<file path="config.mk">
export PLATFORM = sky130hd
export DESIGN_NAME = iox_top
export DESIGN_NICKNAME = d
export VERILOG_FILES = /design/src/core/iox_pkg.sv /design/src/core/iox_top.sv /design/src/core/iox_port.sv
export VERILOG_INCLUDE_DIRS = /design/src /design/src/core
export SDC_FILE = /design/constraint.sdc
export NUM_CORES = 1
export LEC_CHECK = 0
export ABC_AREA = 1
export BUFFER_PORTS_ARGS = -buffer_cell sky130_fd_sc_hd__buf_2
export CORE_ASPECT_RATIO = 2
export CORE_MARGIN = 2
export CORE_UTILIZATION = 30
export CTS_CLUSTER_DIAMETER = 150
export CTS_CLUSTER_SIZE = 20
export DETAILED_ROUTE_END_ITERATION = 6
export SLEW_MARGIN = 10
export SYNTH_ARGS = -nofsm -noshare
export SYNTH_HDL_FRONTEND = slang
export SYNTH_SLANG_ARGS = --single-unit
</file>
<file path="constraint.sdc">
create_clock -name clock -period 4.3 [get_ports clock]
set_input_delay 0.215 -clock clock [delete_from_list [all_inputs] [get_ports clock]]
set_output_delay 0.215 -clock clock [all_outputs]
set_load 0.01 [all_outputs]
</file>
<file path="src/core/iox_map.svh">
`ifndef IOX_MAP_SVH
`define IOX_MAP_SVH

// upper five bits of the seven-bit slave address
`define IOX_ADDR_HI 5'h1d
// register kind, command bits [2:1]; bit 0 picks the port
`define IOX_KIND_IN 2'h0
`define IOX_KIND_OUT 2'h1
`define IOX_KIND_POL 2'h2
`define IOX_KIND_DIR 2'h3
`define IOX_OUT_RST 8'hff
`define IOX_POL_RST 8'h00
`define IOX_DIR_RST 8'hff
`endif

</file>
<file path="src/core/iox_pkg.sv">
package iox_pkg;
    typedef enum logic [2:0] {
        IOX_IDLE,
        IOX_ADDR,
        IOX_CMD,
        IOX_WR,
        IOX_ACK,
        IOX_RD,
        IOX_MACK
    } iox_state_t;

    typedef logic [7:0] iox_byte_t;

    typedef struct packed {
        iox_byte_t outv;
        iox_byte_t pol;
        iox_byte_t dir;
        iox_byte_t oe;
        iox_byte_t snap;
        logic primed;
    } iox_port_s_t;

    typedef struct packed {
        iox_state_t st;
        iox_state_t nxt;
        logic [2:0] cnt;
        logic full;
        iox_byte_t sh;
        logic [2:0] ptr;
        logic sda_oe;
        logic scl_p;
        logic sda_p;
        logic int_oe;
        logic low;
    } iox_top_s_t;
endpackage : iox_pkg

</file>
<file path="src/core/iox_top.sv">
`timescale 1ns/1ps
`include "iox_map.svh"
module iox_top (
    // clock and reset
    input wire logic clock,
    input wire logic nrst,
    // serial bus, open drain
    input wire logic scl,
    input wire logic sda_in,
    output logic sda_out,
    output logic sda_oe,
    // address straps
    input wire logic addr_sel_lo,
    input wire logic addr_sel_hi,
    // interrupt, open drain, active low
    output logic int_n_out,
    output logic int_n_oe,
    // port 0 pins
    input wire iox_pkg::iox_byte_t port0_pin_in,
    output iox_pkg::iox_byte_t port0_pin_out,
    output iox_pkg::iox_byte_t port0_pin_oe,
    // port 1 pins
    input wire iox_pkg::iox_byte_t port1_pin_in,
    output iox_pkg::iox_byte_t port1_pin_out,
    output iox_pkg::iox_byte_t port1_pin_oe
);
    import iox_pkg::*;

    logic [1:0] rs_q;
    logic rst_n;
    iox_top_s_t q, d;
    logic [1:0] wr, cap, mism;
    iox_byte_t in_val [2];
    iox_byte_t out_v [2];
    iox_byte_t pol_v [2];
    iox_byte_t dir_v [2];
    iox_byte_t pins [2];
    iox_byte_t pouts [2];
    iox_byte_t poes [2];
    logic rise, fall, start, stop, addr_hit, sda_now;
    iox_byte_t rd_byte;

    // same path for power-on and pin reset; release is synchronised
    always_ff @(posedge clock or negedge nrst) begin
        if (!nrst) begin
            rs_q <= 2'b00;
        end else begin
            rs_q <= {rs_q[0], 1'b1};
        end
    end
    assign rst_n = rs_q[1];

    assign pins[0] = port0_pin_in;
    assign pins[1] = port1_pin_in;

    for (genvar i = 0; i < 2; i++) begin : g_port
        iox_port #(.WIDTH(8)) u_port (
            .clock(clock),
            .rst_n(rst_n),
            .wr(wr[i]),
            .kind(q.ptr[2:1]),
            .wr_data(q.sh),
            .cap(cap[i]),
            .pin_in(pins[i]),
            .pin_out(pouts[i]),
            .pin_oe(poes[i]),
            .in_val(in_val[i]),
            .out_v(out_v[i]),
            .pol_v(pol_v[i]),
            .dir_v(dir_v[i]),
            .mism(mism[i])
        );
    end

    assign sda_now = sda_in;
    assign rise = scl && !q.scl_p;
    assign fall = !scl && q.scl_p;
    assign start = scl && q.scl_p && q.sda_p && !sda_now;
    assign stop = scl && q.scl_p && !q.sda_p && sda_now;
    assign addr_hit = q.sh[7:1] == {`IOX_ADDR_HI, addr_sel_hi, addr_sel_lo};

    always_comb begin
        unique case (q.ptr[2:1])
            `IOX_KIND_IN: rd_byte = in_val[q.ptr[0]];
            `IOX_KIND_OUT: rd_byte = out_v[q.ptr[0]];
            `IOX_KIND_POL: rd_byte = pol_v[q.ptr[0]];
            `IOX_KIND_DIR: rd_byte = dir_v[q.ptr[0]];
        endcase
    end

    always_comb begin
        d = q;
        wr = 2'b00;
        cap = 2'b00;
        d.scl_p = scl;
        d.sda_p = sda_now;
        d.low = 1'b0;
        d.int_oe = |mism;
        if (start) begin
            d.st = IOX_ADDR;
            d.cnt = 3'h0;
            d.full = 1'b0;
            d.sda_oe = 1'b0;
        end else if (stop) begin
            d.st = IOX_IDLE;
            d.sda_oe = 1'b0;
        end else if (rise) begin
            unique case (q.st)
                IOX_ADDR, IOX_CMD, IOX_WR: begin
                    d.sh = {q.sh[6:0], sda_now};
                    d.cnt = q.cnt + 3'h1;
                    d.full = q.cnt == 3'h7;
                end
                IOX_RD: begin
                    d.cnt = q.cnt + 3'h1;
                    d.full = q.cnt == 3'h7;
                end
                // master ack keeps the read going, nack ends it
                IOX_MACK: d.nxt = sda_now ? IOX_IDLE : IOX_RD;
                default: ;
            endcase
        end else if (fall) begin
            unique case (q.st)
                IOX_ADDR: begin
                    if (q.full) begin
                        d.full = 1'b0;
                        if (addr_hit) begin
                            d.st = IOX_ACK;
                            d.sda_oe = 1'b1;
                            d.nxt = q.sh[0] ? IOX_RD : IOX_CMD;
                        end else begin
                            d.st = IOX_IDLE;
                        end
                    end
                end
                IOX_CMD: begin
                    if (q.full) begin
                        d.full = 1'b0;
                        d.ptr = q.sh[2:0];
                        d.st = IOX_ACK;
                        d.sda_oe = 1'b1;
                        d.nxt = IOX_WR;
                    end
                end
                IOX_WR: begin
                    if (q.full) begin
                        d.full = 1'b0;
                        wr[q.ptr[0]] = 1'b1;
                        d.st = IOX_ACK;
                        d.sda_oe = 1'b1;
                        d.nxt = IOX_WR;
                    end
                end
                IOX_ACK, IOX_MACK: begin
                    d.st = q.nxt;
                    d.sda_oe = 1'b0;
                    d.cnt = 3'h0;
                    // reads keep hitting the last commanded register
                    if (q.nxt == IOX_RD) begin
                        d.sh = rd_byte;
                        d.sda_oe = !rd_byte[7];
                        if (q.ptr[2:1] == `IOX_KIND_IN) begin
                            cap[q.ptr[0]] = 1'b1;
                        end
                    end
                end
                IOX_RD: begin
                    if (q.full) begin
                        d.full = 1'b0;
                        d.st = IOX_MACK;
                        d.sda_oe = 1'b0;
                    end else begin
                        d.sh = {q.sh[6:0], 1'b0};
                        d.sda_oe = !q.sh[6];
                    end
                end
                default: ;
            endcase
        end
    end

    always_ff @(posedge clock or negedge rst_n) begin
        if (!rst_n) begin
            q <= '{st: IOX_IDLE, nxt: IOX_IDLE, cnt: 3'h0, full: 1'b0, sh: 8'h00,
                   ptr: 3'h0, sda_oe: 1'b0, scl_p: 1'b1, sda_p: 1'b1,
                   int_oe: 1'b0, low: 1'b0};
        end else begin
            q <= d;
        end
    end

    assign sda_out = q.low;
    assign sda_oe = q.sda_oe;
    assign int_n_out = q.low;
    assign int_n_oe = q.int_oe;
    assign port0_pin_out = pouts[0];
    assign port0_pin_oe = poes[0];
    assign port1_pin_out = pouts[1];
    assign port1_pin_oe = poes[1];
endmodule : iox_top

</file>
<file path="src/core/iox_port.sv">
`timescale 1ns/1ps
`include "iox_map.svh"
module iox_port #(
    parameter int WIDTH = 8
) (
    // clock and reset
    input wire logic clock,
    input wire logic rst_n,
    // register access
    input wire logic wr,
    input wire logic [1:0] kind,
    input wire iox_pkg::iox_byte_t wr_data,
    input wire logic cap,
    // pins
    input wire iox_pkg::iox_byte_t pin_in,
    output iox_pkg::iox_byte_t pin_out,
    output iox_pkg::iox_byte_t pin_oe,
    // read-back and change flag
    output iox_pkg::iox_byte_t in_val,
    output iox_pkg::iox_byte_t out_v,
    output iox_pkg::iox_byte_t pol_v,
    output iox_pkg::iox_byte_t dir_v,
    output logic mism
);
    import iox_pkg::*;

    if (WIDTH != 8) begin : g_chk
        $error("iox_port serves 8-bit ports only");
    end

    iox_port_s_t q, d;

    always_comb begin
        d = q;
        // first clock after reset takes the pins, so no false change shows
        if (!q.primed) begin
            d.primed = 1'b1;
            d.snap = pin_in;
        end else if (cap) begin
            d.snap = pin_in;
        end
        if (wr) begin
            unique case (kind)
                `IOX_KIND_IN: ;
                `IOX_KIND_OUT: d.outv = wr_data;
                `IOX_KIND_POL: d.pol = wr_data;
                `IOX_KIND_DIR: begin
                    d.dir = wr_data;
                    d.oe = ~wr_data;
                end
            endcase
        end
    end

    always_ff @(posedge clock or negedge rst_n) begin
        if (!rst_n) begin
            q <= '{outv: `IOX_OUT_RST, pol: `IOX_POL_RST, dir: `IOX_DIR_RST,
                   oe: 8'h00, snap: 8'h00, primed: 1'b0};
        end else begin
            q <= d;
        end
    end

    assign pin_out = q.outv;
    assign pin_oe = q.oe;
    assign in_val = pin_in ^ q.pol;
    assign out_v = q.outv;
    assign pol_v = q.pol;
    assign dir_v = q.dir;
    assign mism = q.primed && (pin_in != q.snap);
endmodule : iox_port

</file>
## Yosys cells after proc, flatten, opt, wreduce, memory -nomap -nowiden

Index checks and enable logic that the tools add are counted.

- Add/subtract/negate cells: 1
- $lt $le $gt $ge: 3
- Equality and inequality tests: 33
- Multiplexer cells: 76
- Bitwise logic cells: 7
- Reduce and logical (&&, ||, !) cells: 42

Operator list:

| operator | number |
|---|---|
| 2-to-1 mux 8 bit | 19 |
| 2-to-1 mux 4 bit | 9 |
| 2-to-1 mux 6 bit | 6 |
| 2-to-1 mux 3 bit | 11 |
| one-hot mux 8 bit (4 select lines) | 1 |
| 2-to-1 mux 15 bit | 2 |
| 2-to-1 mux 2 bit | 13 |
| 2-to-1 mux 22 bit | 1 |
| AND reduction 7 bit | 3 |
| != test 4 bit (second input constant) | 5 |
| != test 8 bit | 2 |
| one-hot mux 8 bit (2 select lines) | 1 |
| XOR 8 bit | 2 |
| equality test 3 bit (second input constant) | 5 |
| one-hot mux 3 bit (4 select lines) | 1 |
| AND reduction 2 bit | 6 |
| AND reduction 6 bit | 2 |
| nonzero test 3 bit | 4 |
| logical AND 1 bit | 10 |
| != test 5 bit (second input constant) | 2 |
| 2-to-1 mux 1 bit | 9 |
| NOT 8 bit | 1 |
| AND reduction 4 bit | 2 |
| equality test 7 bit | 1 |
| 28 further kinds | 44 |

- Bits in registers: 108
- Bits of input ports: 22
- Output and inout bits: 36
- Word-level logic and storage cells: 184

## Logic depth before layout (Yosys ltp)

Gate-level depths: netlist of the first run.

- Depth in word-level cells: 13
- Mapped depth: 11
- Depth with buffers taken out: 11

## Hierarchy

A second synthesis of the first run with hierarchy kept.

- Cell total of the unflattened synthesis: 907
- Area total of the unflattened synthesis: 6745.2 um^2

Modules (own cells, without submodules):

| module | times used | cells an instance | area each (um^2) | seq. area each (um^2) |
|---|---|---|---|---|
| iox_port | 2 | 247 | 2157.1 | 1046.0 |
| iox_top | 1 | 413 | 2431.1 | 678.2 |

## Least setup slack after synthesis of the first run

Ideal clock, no wire load.

- Kind: register -> register
- From: reg q[3] (netlist bit)
- To: reg g_port[1].u_port.q, in the netlist g_port[1].u_port.pin_oe[0]
- Arrival time: 1966 ps
- Required time: 4181 ps
- Path slack: 2215 ps
- Stages on the path, launching flop included: 10
- Period minus slack after synthesis: 2085 ps
- Path through: dfstp_2 inv_1 ha_1 nor2_2 inv_2 nor4_4 nand3_2 clkbuf_1 nand2_1 nand2_1

- Cells in the longest elaborated chain, start to end: 6
- Elaborated cells between the ends (all ways): 13
- Those cells by class: mux (4); reduce/logical (9)

RTL lines:

| what | RTL line | text |
|---|---|---|
| start, declared | iox_top.sv:31 | `iox_top_s_t q, d;` |
| start signal, assigned | iox_top.sv:184 | `q <= '{st: IOX_IDLE, nxt: IOX_IDLE, cnt: 3'h0, full: 1'b0, sh: 8'h00,` |
| logical AND 1 bit (tied with other cells) | iox_top.sv:77 | `assign fall = !scl && q.scl_p;` |
| 2-to-1 mux 2 bit (tied with other cells) | iox_top.sv:122 | `end else if (fall) begin` |
| 2-to-1 mux 2 bit or logical AND 1 bit (tied branches) | iox_top.sv:107, iox_top.sv:79 |  |
| 2-to-1 mux 2 bit | iox_top.sv:104 | `end else if (stop) begin` |
| 2-to-1 mux 2 bit * | iox_top.sv:99 | `if (start) begin` |
| AND reduction 2 bit (no line) * | n/a |  |
| end signal, assigned | iox_port.sv:57 | `` q <= '{outv: `IOX_OUT_RST, pol: `IOX_POL_RST, dir: `IOX_DIR_RST, `` |
| end, declared | iox_port.sv:31 | `iox_port_s_t q, d;` |

Every way passes the cells marked *; elsewhere a longest branch is shown, timed or not.
A chain may end at the register's enable or synchronous reset.

## Final worst setup path of the first run

- From: reg q[3] (netlist bit)
- To: reg g_port[1].u_port.q, in the netlist g_port[1].u_port.pin_oe[4]

Same word-level chain as after synthesis.

==> results of run 1 <==
worst max-delay path by stage:
stage	end	slack [ns]	cells past startpoint
6_report	g_port[1].u_port.pin_oe[4]$_DFFE_PN0P_	1.39	8
5_1_grt	g_port[1].u_port.dir_v[2]$_DFFE_PN1P_	1.05	9
4_1_cts	g_port[1].u_port.pin_oe[4]$_DFFE_PN0P_	1.37	8
3_5_place_dp	g_port[1].u_port.pin_oe[4]$_DFFE_PN0P_	1.39	8
3_3_place_gp	g_port[1].u_port.pin_oe[5]$_DFFE_PN0P_	1.42	9
2_1_floorplan	g_port[0].u_port.pin_oe[0]$_DFFE_PN0P_	1.13	0
cells by family after synthesis:
| group | after synthesis |
|---|---|
| other cells | 2 |
| flops | 108 |
| fa+ha+maj | 6 |
| buf+inv | 185 |
| xor+xnor | 17 |
| simple gates | 437 |
| compound gates | 108 |
worst register-to-register path: cells and delay by family, from the launching register on:
kind                       cells  cell delay (ns)
adders and majority gates      1             0.32
DFF                            1             0.56
buffers and inverters          2             0.19
and+or+nand+nor                5             1.73
final cells by class:
| class | instances | area share |
|---|---|---|
| inverters | 126 | 0.0688 |
| well taps | 266 | 0.0484 |
| clock buffers | 11 | 0.0353 |
| flip-flops and latches | 108 | 0.400 |
| clock inverters | 5 | 0.0156 |
| multi-input cells | 572 | 0.382 |
| repair buffers | 63 | 0.0499 |
sequential cells by signal, summed over array words and instances (netlist names):
name                  flops
q                        23
rs_q                      2
int_n_oe                  1
g_port.u_port.pin_oe     16
sda_oe                    1
g_port.u_port.dir_v      16
g_port.u_port.out_v      16
g_port.u_port.q          17
g_port.u_port.pol_v      16
power groups by stage:
stage               Sequential [W]  Clock (W)  Combinational (W)
floorplan                  0.00119          0           0.000237
global placement           0.00124          0           0.000405
detailed placement         0.00124          0           0.000411
CTS                        0.00122    0.00100           0.000415
global route               0.00123    0.00103           0.000459
finish                     0.00122   0.000985           0.000416
routing by layer:
| metal | global-route usage | wire [um] | part of all wire |
|---|---|---|---|
| met5 | 0 | 0 | 0 |
| met1 | 0.163 | 6010 | 0.31 |
| met2 | 0.355 | 11000 | 0.56 |
| met4 | 0.152 | 1620 | 0.083 |
| met3 | 0.0308 | 823 | 0.042 |
per-stage QoR:
step	hold WS (ns)	setup slack, ns	cell area [um^2]	std cells	total power [W]
CTS	0.0848	1.37	6880	1151	0.00263
global placement	-0.000172	1.42	6500	1132	0.00164
floorplan	-0.0806	1.13	6200	865	0.00143
global route	0.118	1.05	6880	1151	0.00272
detailed placement	0.00275	1.39	6500	1132	0.00165
finish	0.0900	1.39	6880	1151	0.00262
placed cells by master (no fill, tap or decap), types with 2 or more instances in the layout:
cell type,count
nor2_1,44
dfrtp_1,73
conb_1,4
xnor2_1,7
buf_2,55
dfstp_2,34
bufinv_16,3
ha_1,6
a31oi_1,2
dlygate4sd3_1,3
clkinv_1,4
a21oi_1,34
or2_2,2
nand4_1,30
o21ai_0,67
nor3_1,3
nand2_1,295
nand3_1,58
buf_4,5
xor2_1,10
inv_1,117
inv_2,5
clkbuf_16,9
o211ai_1,4
==> reports/results.tsv, run 1 <==
metric	value	unit
multi_input_area	0.00263	mm^2
overflow	0	
cp-startpoint	q[3]$_DFF_PN1_	
post-route-drc-count	0	
ys_seq_elements	108	
synth_common_cells	295 x nand2_1, 117 x inv_1, 74 x dfrtp_1	
cp_max_fo	18	
tightest_slew	1.00	ns
die_h	207	um
final_core_utilization	0.338	
synthXorXnorAreaFrac	0.0240	
diodes	0	
maxCapViolations	0	
clkLatencyLatePin	0.38	ns
ios	58	
worst-setup-path-type	reg -> reg	
p_comb_frac	0.159	
relSlewSlack	0.329	
r2r_slack	1.39	ns
synth_compound_area_frac	0.0897	
via_count	5469	
die_w	106	um
crit_slowest_cell	nor4_4	
synth_area_leaders	dfrtp_1 30%, nand2_1 18%, dfstp_2 14%, inv_1 7.1%, o21ai_0 5.4%	
grt_usage	0.186	
hold_path.class	in -> reg	
drt-total-wl	19400	um
ys_warn_count	0	
drt-initial-drc-count	421	
finalCritPeriodShare	0.677	
fillers	2273	
synth_top_area_frac	0.299	
timing.final.hold_violations	0	
viasPerCell	4.75	
cts_tree	yes	
final_max_slew_viol_count	0	
htreeDepth	3	
crit_path_start_kind	flop	
yosys.area_share.adder	0.0121	
port_buffers	55	
r2r_end	g_port[1].u_port.pin_oe[4]$_DFFE_PN0P_	
dieArea	0.0219	mm^2
cts.reportedPaths.clkPinSlew	0.08	ns
p_clk_frac	0.376	
synthCells	863	
power_leakage	3.59	nW
synth_top_family_by_area	simple AND/OR/NAND/NOR gates	
wl_per_cell	16.9	um
r2r_cells	8	
status	finished, final reports clean	
power_density	381	mW/mm^2
switchingPower	0.000829	W
initial_core_util	0.304	
seq_area_frac_synth	0.443	
fin_nets	908	
synth_mux_area_frac	0	
grt_pass1_wl	30300	um
clkSinkCount	108	
hold_buffers	3	
layout_min_cycle_time	2.91	ns
postRouteAntennaNets	0	
required	4.56	ns
synth.avg_cell_area	7.18	um^2
setup_viol	0	
drive_above_1_share	0.137	
yosysUniqueCellTypes	28	
tns	0	ns
cts_setup_buffers	0	
crit_top_cell	nand2_1	
p_sw_frac	0.317	
min_from	port0_pin_in[2]	
endpoint_kind	flop	
min_to	g_port[0].u_port.q[3]$_DFFE_PN0P_	
syn2layout_area_growth	11.0	%
fmax	343	MHz
cts_repair_resize_count	0	
ir_drop	0.228	mV
netlist_area	0.00619	mm^2
synth_edf_count	0	
synthSimpleGateAreaFrac	0.296	
grt_max_degree	63	
grt_pass1_vias	5681	
coreArea	0.0204	mm^2
worst_ep_arrival_time	3.17	ns
critPathTopFamily	simple AND/OR/NAND/NOR gates	
power.internal	0.00179	W
regArea	0.00275	mm^2
skew	0.00941	ns
place_congestion	0.952	
crit_buf_inv	2	
async_flop_share	1.00	
ys.flop_type	dfrtp_1	
drtPass1Iterations	5	
synth.most_common_cell	nand2_1	
cts_buffers	9	
path_cells	inv_1 -> ha_1 -> nor2_2 -> inv_2 -> nor4_4 -> nand3_2 -> nand2_1 -> nand2_1	
clockRootBuffer	clkbuf_16	
antenna_found_initial	0	
clockBufferDepth	2	
rsz0062_at_grt	no	
hold_depth	3	
cp_slowest_stage_delay	0.74	ns
p_seq_frac	0.465	
fp-row-count	74	
dp_hpwl	15100	um
yosysTopAreaCell	dfrtp_1	
rr_startpoint	q[3]$_DFF_PN1_	
Note: power is estimated with default switching activity, not from simulation.
==> run 2: changes to the inputs <==
==> constraint.sdc (replaced) <==
create_clock -name clock -period 2.7 [get_ports clock]
set_input_delay 0.135 -clock clock [delete_from_list [all_inputs] [get_ports clock]]
set_output_delay 0.135 -clock clock [all_outputs]
set_load 0.01 [all_outputs]
==> run 2 against run 1 <==
  * Non-clock buffer count increased by 13
  * Utilization increased by 0.18 points
  * Sequential power increased by 57%
  * Worst setup slack got worse by 1.1 ns
  * Largest cell class unchanged
==> reports/results.tsv, run 2 (synthesis results as in run 1) <==
metric	value	unit	change
cts_buffers	9		unchanged
diodes	0		unchanged
clkSinkCount	108		unchanged
top_regs	q (23), g_port.u_port.q (17)		
tightest_slew	0.544	ns	-0.459 ns
cts_setup_buffers	0		unchanged
cts.reportedPaths.clkPinSlew	0.07	ns	about the same
path_cells	inv_1 -> ha_1 -> nor2_2 -> inv_2 -> nor4_4 -> buf_4 -> nand3_2 -> nand2_1 -> nand2_1 -> inv_1		
fillers	2264		-0.40%
final_cell_mix	295 x nand2_1, 117 x inv_1, 73 x dfrtp_1		
wl_per_cell	16.2	um	-3.9%
ios	58		unchanged
tns	0	ns	unchanged
relSlewSlack	0.635		+0.306
post-route-drc-count	0		unchanged
final_common_cell	nand2_1		
viasPerCell	4.70		-1.2%
fp-row-count	74		unchanged
fmax	413	MHz	+20%
cp_max_fo	27		+9
grt_max_degree	44		-30%
via_count	5465		-0.073%
cts_tree	yes		
power_density	562	mW/mm^2	+47%
drive_above_1_share	0.147		+0.0103
clockRootBuffer	clkbuf_16		
overflow	0		unchanged
rsz0062_at_grt	no		
ir_drop	0.284	mV	+25%
largest_register_ffs	23		unchanged
grt_pass1_wl	29500	um	-2.7%
worst-setup-path-type	reg -> reg		
fin_nets	921		+1.4%
maxCapViolations	0		unchanged
dieArea	0.0219	mm^2	unchanged
die_w	106	um	unchanged
setup_ws	0.278	ns	-1.11 ns
crit_slowest_cell	dfstp_2		
endpoint_kind	flop		
skew	0.0131	ns	+0.00371 ns
place_congestion	0.945		-0.72%
clockBufferDepth	2		unchanged
grt_usage	0.178		-0.00714
die_h	207	um	unchanged
drt-total-wl	18900	um	-2.9%
port_buffers	55		unchanged
grt_pass1_vias	5454		-4.0%
final_max_slew_viol_count	0		unchanged
dp_hpwl	14800	um	-2.5%
setup_viol	0		unchanged
coreArea	0.0204	mm^2	unchanged
crit_path_start_kind	flop		
timing.hold.ws	0.0229	ns	-0.0671 ns
power_leakage	3.62	nW	+0.72%
finalCritPeriodShare	0.897		+0.220
largest-register	q		
required	3.00	ns	-1.56 ns
syn2layout_area_growth	11.6	%	
hold_path.class	in -> reg		
htreeDepth	3		unchanged
status	finished, final reports clean		
worst_ep_arrival_time	2.72	ns	-0.45 ns
postRouteAntennaNets	0		unchanged
antenna_found_initial	0		unchanged
drtPass1Iterations	6		+1
timing.final.hold_violations	0		unchanged
clkLatencyLatePin	0.36	ns	-0.02 ns
preCtsSetupSlack	0.307	ns	-1.08 ns
cp_slowest_stage_delay	0.56	ns	-0.18 ns
drt-initial-drc-count	281		-33%
initial_core_util	0.304		unchanged
layout_min_cycle_time	2.42	ns	-0.490 ns
==> run 2: changes by cell type in the layout (fill, tap and decap cells not counted) <==
cell	delta
clkbuf_1	+2
buf_12	+1
clkinv_4	-1
clkinv_2	+1
bufinv_16	-3
clkinvlp_4	+1
inv_6	-1
clkbuf_8	+1
buf_4	+12
==> run 2: timing repair <==
action / in CTS / in global routing
hold endpoints to repair: 4 / 0
hold buffers: 3 / 0
resized for setup: 0 / 0
==> run 2: routing by layer <==
| layer | vias to the layer above | wire length, um | global-route usage |
|---|---|---|---|
| met2 | 142 | 10300 | 0.331 |
| met5 | - | 0 | 0 |
| li1 | 2728 | - | - |
| met4 | 0 | 1750 | 0.157 |
| met3 | 71 | 580 | 0.0270 |
| met1 | 2524 | 6240 | 0.163 |
==> run 2: path summary, 6_finish.rpt <==
check / slack (ns) / start / depth (start not counted) / endpoint
setup / recovery: 0.28 / q[3]$_DFF_PN1_ / 10 / g_port[1].u_port.dir_v[7]$_DFFE_PN1P_
hold / removal: 0.02 / port1_pin_in[7] / 3 / g_port[1].u_port.q[8]$_DFFE_PN0P_
setup reg to reg: 0.28 / q[3]$_DFF_PN1_ / 10 / g_port[1].u_port.dir_v[7]$_DFFE_PN1P_
hold reg to reg: 0.31 / rs_q[1]$_DFF_PN0_ / 0 / g_port[1].u_port.pin_oe[5]$_DFFE_PN0P_
max in group asynchronous: 1.55 / rs_q[1]$_DFF_PN0_ / 1 / g_port[0].u_port.out_v[4]$_DFFE_PN1P_
min in group asynchronous: 0.09 / nrst / 2 / rs_q[1]$_DFF_PN0_
==> run 2: report_power, final <==
group	internal [W]	switching [W]
clock network	0.000677	0.000584
registers	0.00175	0.000161
logic	0.000193	0.000516
==> run 2: through the flow <==
stage / total power, W / util / cell area, um^2 / instances
5_1_grt: 0.00408 / 0.339 / 6910 / 1164
3_3_place_gp: 0.00264 / 0.324 / 6610 / 1145
4_1_cts: 0.00393 / 0.339 / 6910 / 1164
6_report: 0.00388 / 0.339 / 6910 / 1164
2_1_floorplan: 0.00227 / - / 6200 / 865
3_5_place_dp: 0.00264 / 0.324 / 6610 / 1145
==> run 2: final cells by class <==
class	count	area, um^2	area share
Clock inverter	2	12.5	0.00181
Tap cell	266	333	0.0481
Inverter	126	473	0.0684
Multi-Input combinational cell	572	2630	0.380
Timing Repair Buffer	76	453	0.0655
Clock buffer	14	264	0.0382
Sequential cell	108	2750	0.398
==> run 2: critical path, delay by kind of cell, from the launching register on <==
kind          cells  cell delay (ns)
simple gates      5             0.95
flops             1             0.56
fa+ha+maj         1             0.31
buf+inv           4             0.53
==> run 3: changes to the inputs <==
--- a/config.mk
+++ b/config.mk
@@ -7,13 +7,15 @@
 export NUM_CORES = 1
 export LEC_CHECK = 0
 export ABC_AREA = 1
-export BUFFER_PORTS_ARGS = -buffer_cell sky130_fd_sc_hd__buf_2
 export CORE_ASPECT_RATIO = 2
 export CORE_MARGIN = 2
 export CORE_UTILIZATION = 30
+export CTS_BUF_LIST = sky130_fd_sc_hd__clkbuf_4
 export CTS_CLUSTER_DIAMETER = 150
 export CTS_CLUSTER_SIZE = 20
 export DETAILED_ROUTE_END_ITERATION = 6
+export DONT_BUFFER_PORTS = 1
+export PLACE_DENSITY = 0.43
 export SLEW_MARGIN = 10
 export SYNTH_ARGS = -nofsm -noshare
 export SYNTH_HDL_FRONTEND = slang
==> run 3 against run 2 <==
  * Critical path type unchanged
  * Global-route usage up 1.8 points
  * Sequential power is essentially flat
  * Via count down 3.8%
  * Hold slack gained 0.0078 ns
  * Largest power group unchanged
  * Largest cell class unchanged
  * Clock-buffer cell count fell by 5
  * Clock power shrank 31%
  * Non-clock buffer count shrank 32
  * Clock skew rose by 0.016 ns
  * Total power shrank 9.5%
  * Worst setup slack better by 0.036 ns
==> reports/results.tsv, run 3 (synthesis results as in run 1) <==
metric	value	unit	change
maxCapViolations	0		unchanged
drive_above_1_share	0.0970		-0.0500
htreeDepth	3		unchanged
fin_nets	889		-3.5%
grt_pass1_vias	5492		+0.70%
r2r_slack	0.31	ns	+0.04 ns
cts_buffers	9		unchanged
antenna_found_initial	1		+1
finalCritPeriodShare	0.883		-0.0135
setup_viol	0		unchanged
cp_slowest_stage_delay	0.59	ns	+0.03 ns
rsz0062_at_grt	no		
place_congestion	0.888		-6.1%
largest-register	q		
port_buffers	0		-100%
power_density	524	mW/mm^2	-6.8%
top_regs	q (23), g_port.u_port.q (17)		
crit_slowest_cell	dfstp_2		
grt_max_degree	54		+23%
cts_repair_resize_count	0		unchanged
syn2layout_area_growth	8.38	%	
tns	0	ns	unchanged
viasPerCell	4.64		-1.2%
ios	58		unchanged
critPathTopFamily	simple AND/OR/NAND/NOR gates		
drt-total-wl	20500	um	+8.8%
layout_min_cycle_time	2.39	ns	-0.0364 ns
timing.final.hold_violations	0		unchanged
relSlewSlack	0.522		-0.113
clkLatencyLatePin	0.55	ns	+0.19 ns
ir_drop	0.338	mV	+19%
dp_hpwl	15900	um	+7.5%
fillers	2264		unchanged
postRouteAntennaNets	0		unchanged
clockBufferDepth	2		unchanged
final_max_slew_viol_count	0		unchanged
multi_input_area	0.00263	mm^2	unchanged
crit_buf_inv	2		-2
fp-row-count	74		unchanged
tightest_slew	0.717	ns	+0.174 ns
hold_path.class	in -> reg		
status	finished, final reports clean		
cts_tree	yes		
die_w	106	um	unchanged
via_count	5258		-3.8%
fmax	419	MHz	+1.5%
wl_per_cell	18.1	um	+12%
worst_ep_arrival_time	2.82	ns	+0.10 ns
largest_register_ffs	23		unchanged
path_cells	inv_1 -> ha_1 -> clkinv_1 -> nand3_1 -> nor2_1 -> nand3_1 -> nand2_1 -> o21ai_0		
clockRootBuffer	clkbuf_4		
dieArea	0.0219	mm^2	unchanged
crit_path_start_kind	flop		
required	3.13	ns	+0.13 ns
drt-initial-drc-count	316		+12%
final_common_cell	nand2_1		
power_leakage	3.42	nW	-5.4%
cp_max_fo	12		-56%
cts.reportedPaths.clkPinSlew	0.18	ns	+0.11 ns
grt_pass1_wl	31700	um	+7.5%
coreArea	0.0204	mm^2	unchanged
crit_top_cell	nand3_1		
die_h	207	um	unchanged
skew	0.0287	ns	+0.0156 ns
clkSinkCount	108		unchanged
grt_usage	0.196		+0.0178
overflow	0		unchanged
regArea	0.00275	mm^2	unchanged
initial_core_util	0.304		unchanged
final_cell_mix	295 x nand2_1, 117 x inv_1, 73 x dfrtp_1		
drtPass1Iterations	4		-2
post-route-drc-count	0		unchanged
worst-setup-path-type	reg -> reg		
endpoint_kind	flop		
fin_total_pwr	0.00352	W	-9.5%
## run 3: cell count changes in the layout (fill, tap and decap cells not counted), sizes merged
cell | before | now
dlygate4sd3 | 3 | 20
diode | 0 | 1
clkinv | 5 | 9
bufinv | 0 | 1
buf | 73 | 24
clkbuf | 14 | 9
## run 3: worst min-delay path, stage by stage
cell and delay [ns]:
inv_1 0.05, nand2_1 0.05, nand4_1 0.09, nor2_1 0.04
nand4_1 0.07, nand2_1 0.05, nand2_1 0.05
## run 3: metrics by stage
step	instance area, um^2	worst slack [ns]	cells	hold slack [ns]	utilization
final	6710	0.315	1133	0.0308	0.330
after global placement	6380	0.304	1096	-0.161	0.313
after floorplan	6200	0.615	865	-0.161	-
after CTS	6710	0.246	1132	0.00801	0.329
after detailed placement	6380	0.287	1096	-0.161	0.313
after global routing	6710	0.0364	1133	0.0295	0.330
## run 3: final timing paths
path | startpoint | end | depth (start not counted)
worst max-delay path | q[3]$_DFF_PN1_ | g_port[0].u_port.q[5]$_DFFE_PN0P_ | 8
worst min-delay path | port0_pin_in[7] | int_n_oe$_DFF_PN0_ | 7
worst max register to register | q[3]$_DFF_PN1_ | g_port[0].u_port.q[5]$_DFFE_PN0P_ | 8
max in group asynchronous | rs_q[1]$_DFF_PN0_ | g_port[0].u_port.out_v[4]$_DFFE_PN1P_ | 1
worst min register to register | rs_q[0]$_DFF_PN0_ | rs_q[1]$_DFF_PN0_ | 0
min in group asynchronous | nrst | rs_q[1]$_DFF_PN0_ | 2
## run 3: metal layers
metal,share of wire,wire length [um],track usage,vias to the layer above
li1,-,-,-,2664
met1,0.34,6950,0.184,2475
met5,0,0,0,-
met3,0.026,535,0.0327,39
met2,0.58,11900,0.392,80
met4,0.053,1090,0.0989,0
## run 3: timing repair
action,CTS,global route
endpoints found under the hold margin,24,0
hold buffers,20,0
buffers inserted,0,0
## run 3: final cells by class
class	instances	share of cell area
repair buffers	44	0.0585
multi-input cells	572	0.392
well taps	266	0.0496
clock inverters	7	0.0101
clock buffers	9	0.0101
flip-flops and latches	108	0.409
inverters	126	0.0704
diodes	1	0.000373
## run 3: power by group
group / total, W / internal (W) / switching (W)
logic: 0.000724 / 0.000214 / 0.000509
clock network: 0.000875 / 0.000277 / 0.000598
registers: 0.00192 / 0.00175 / 0.000164
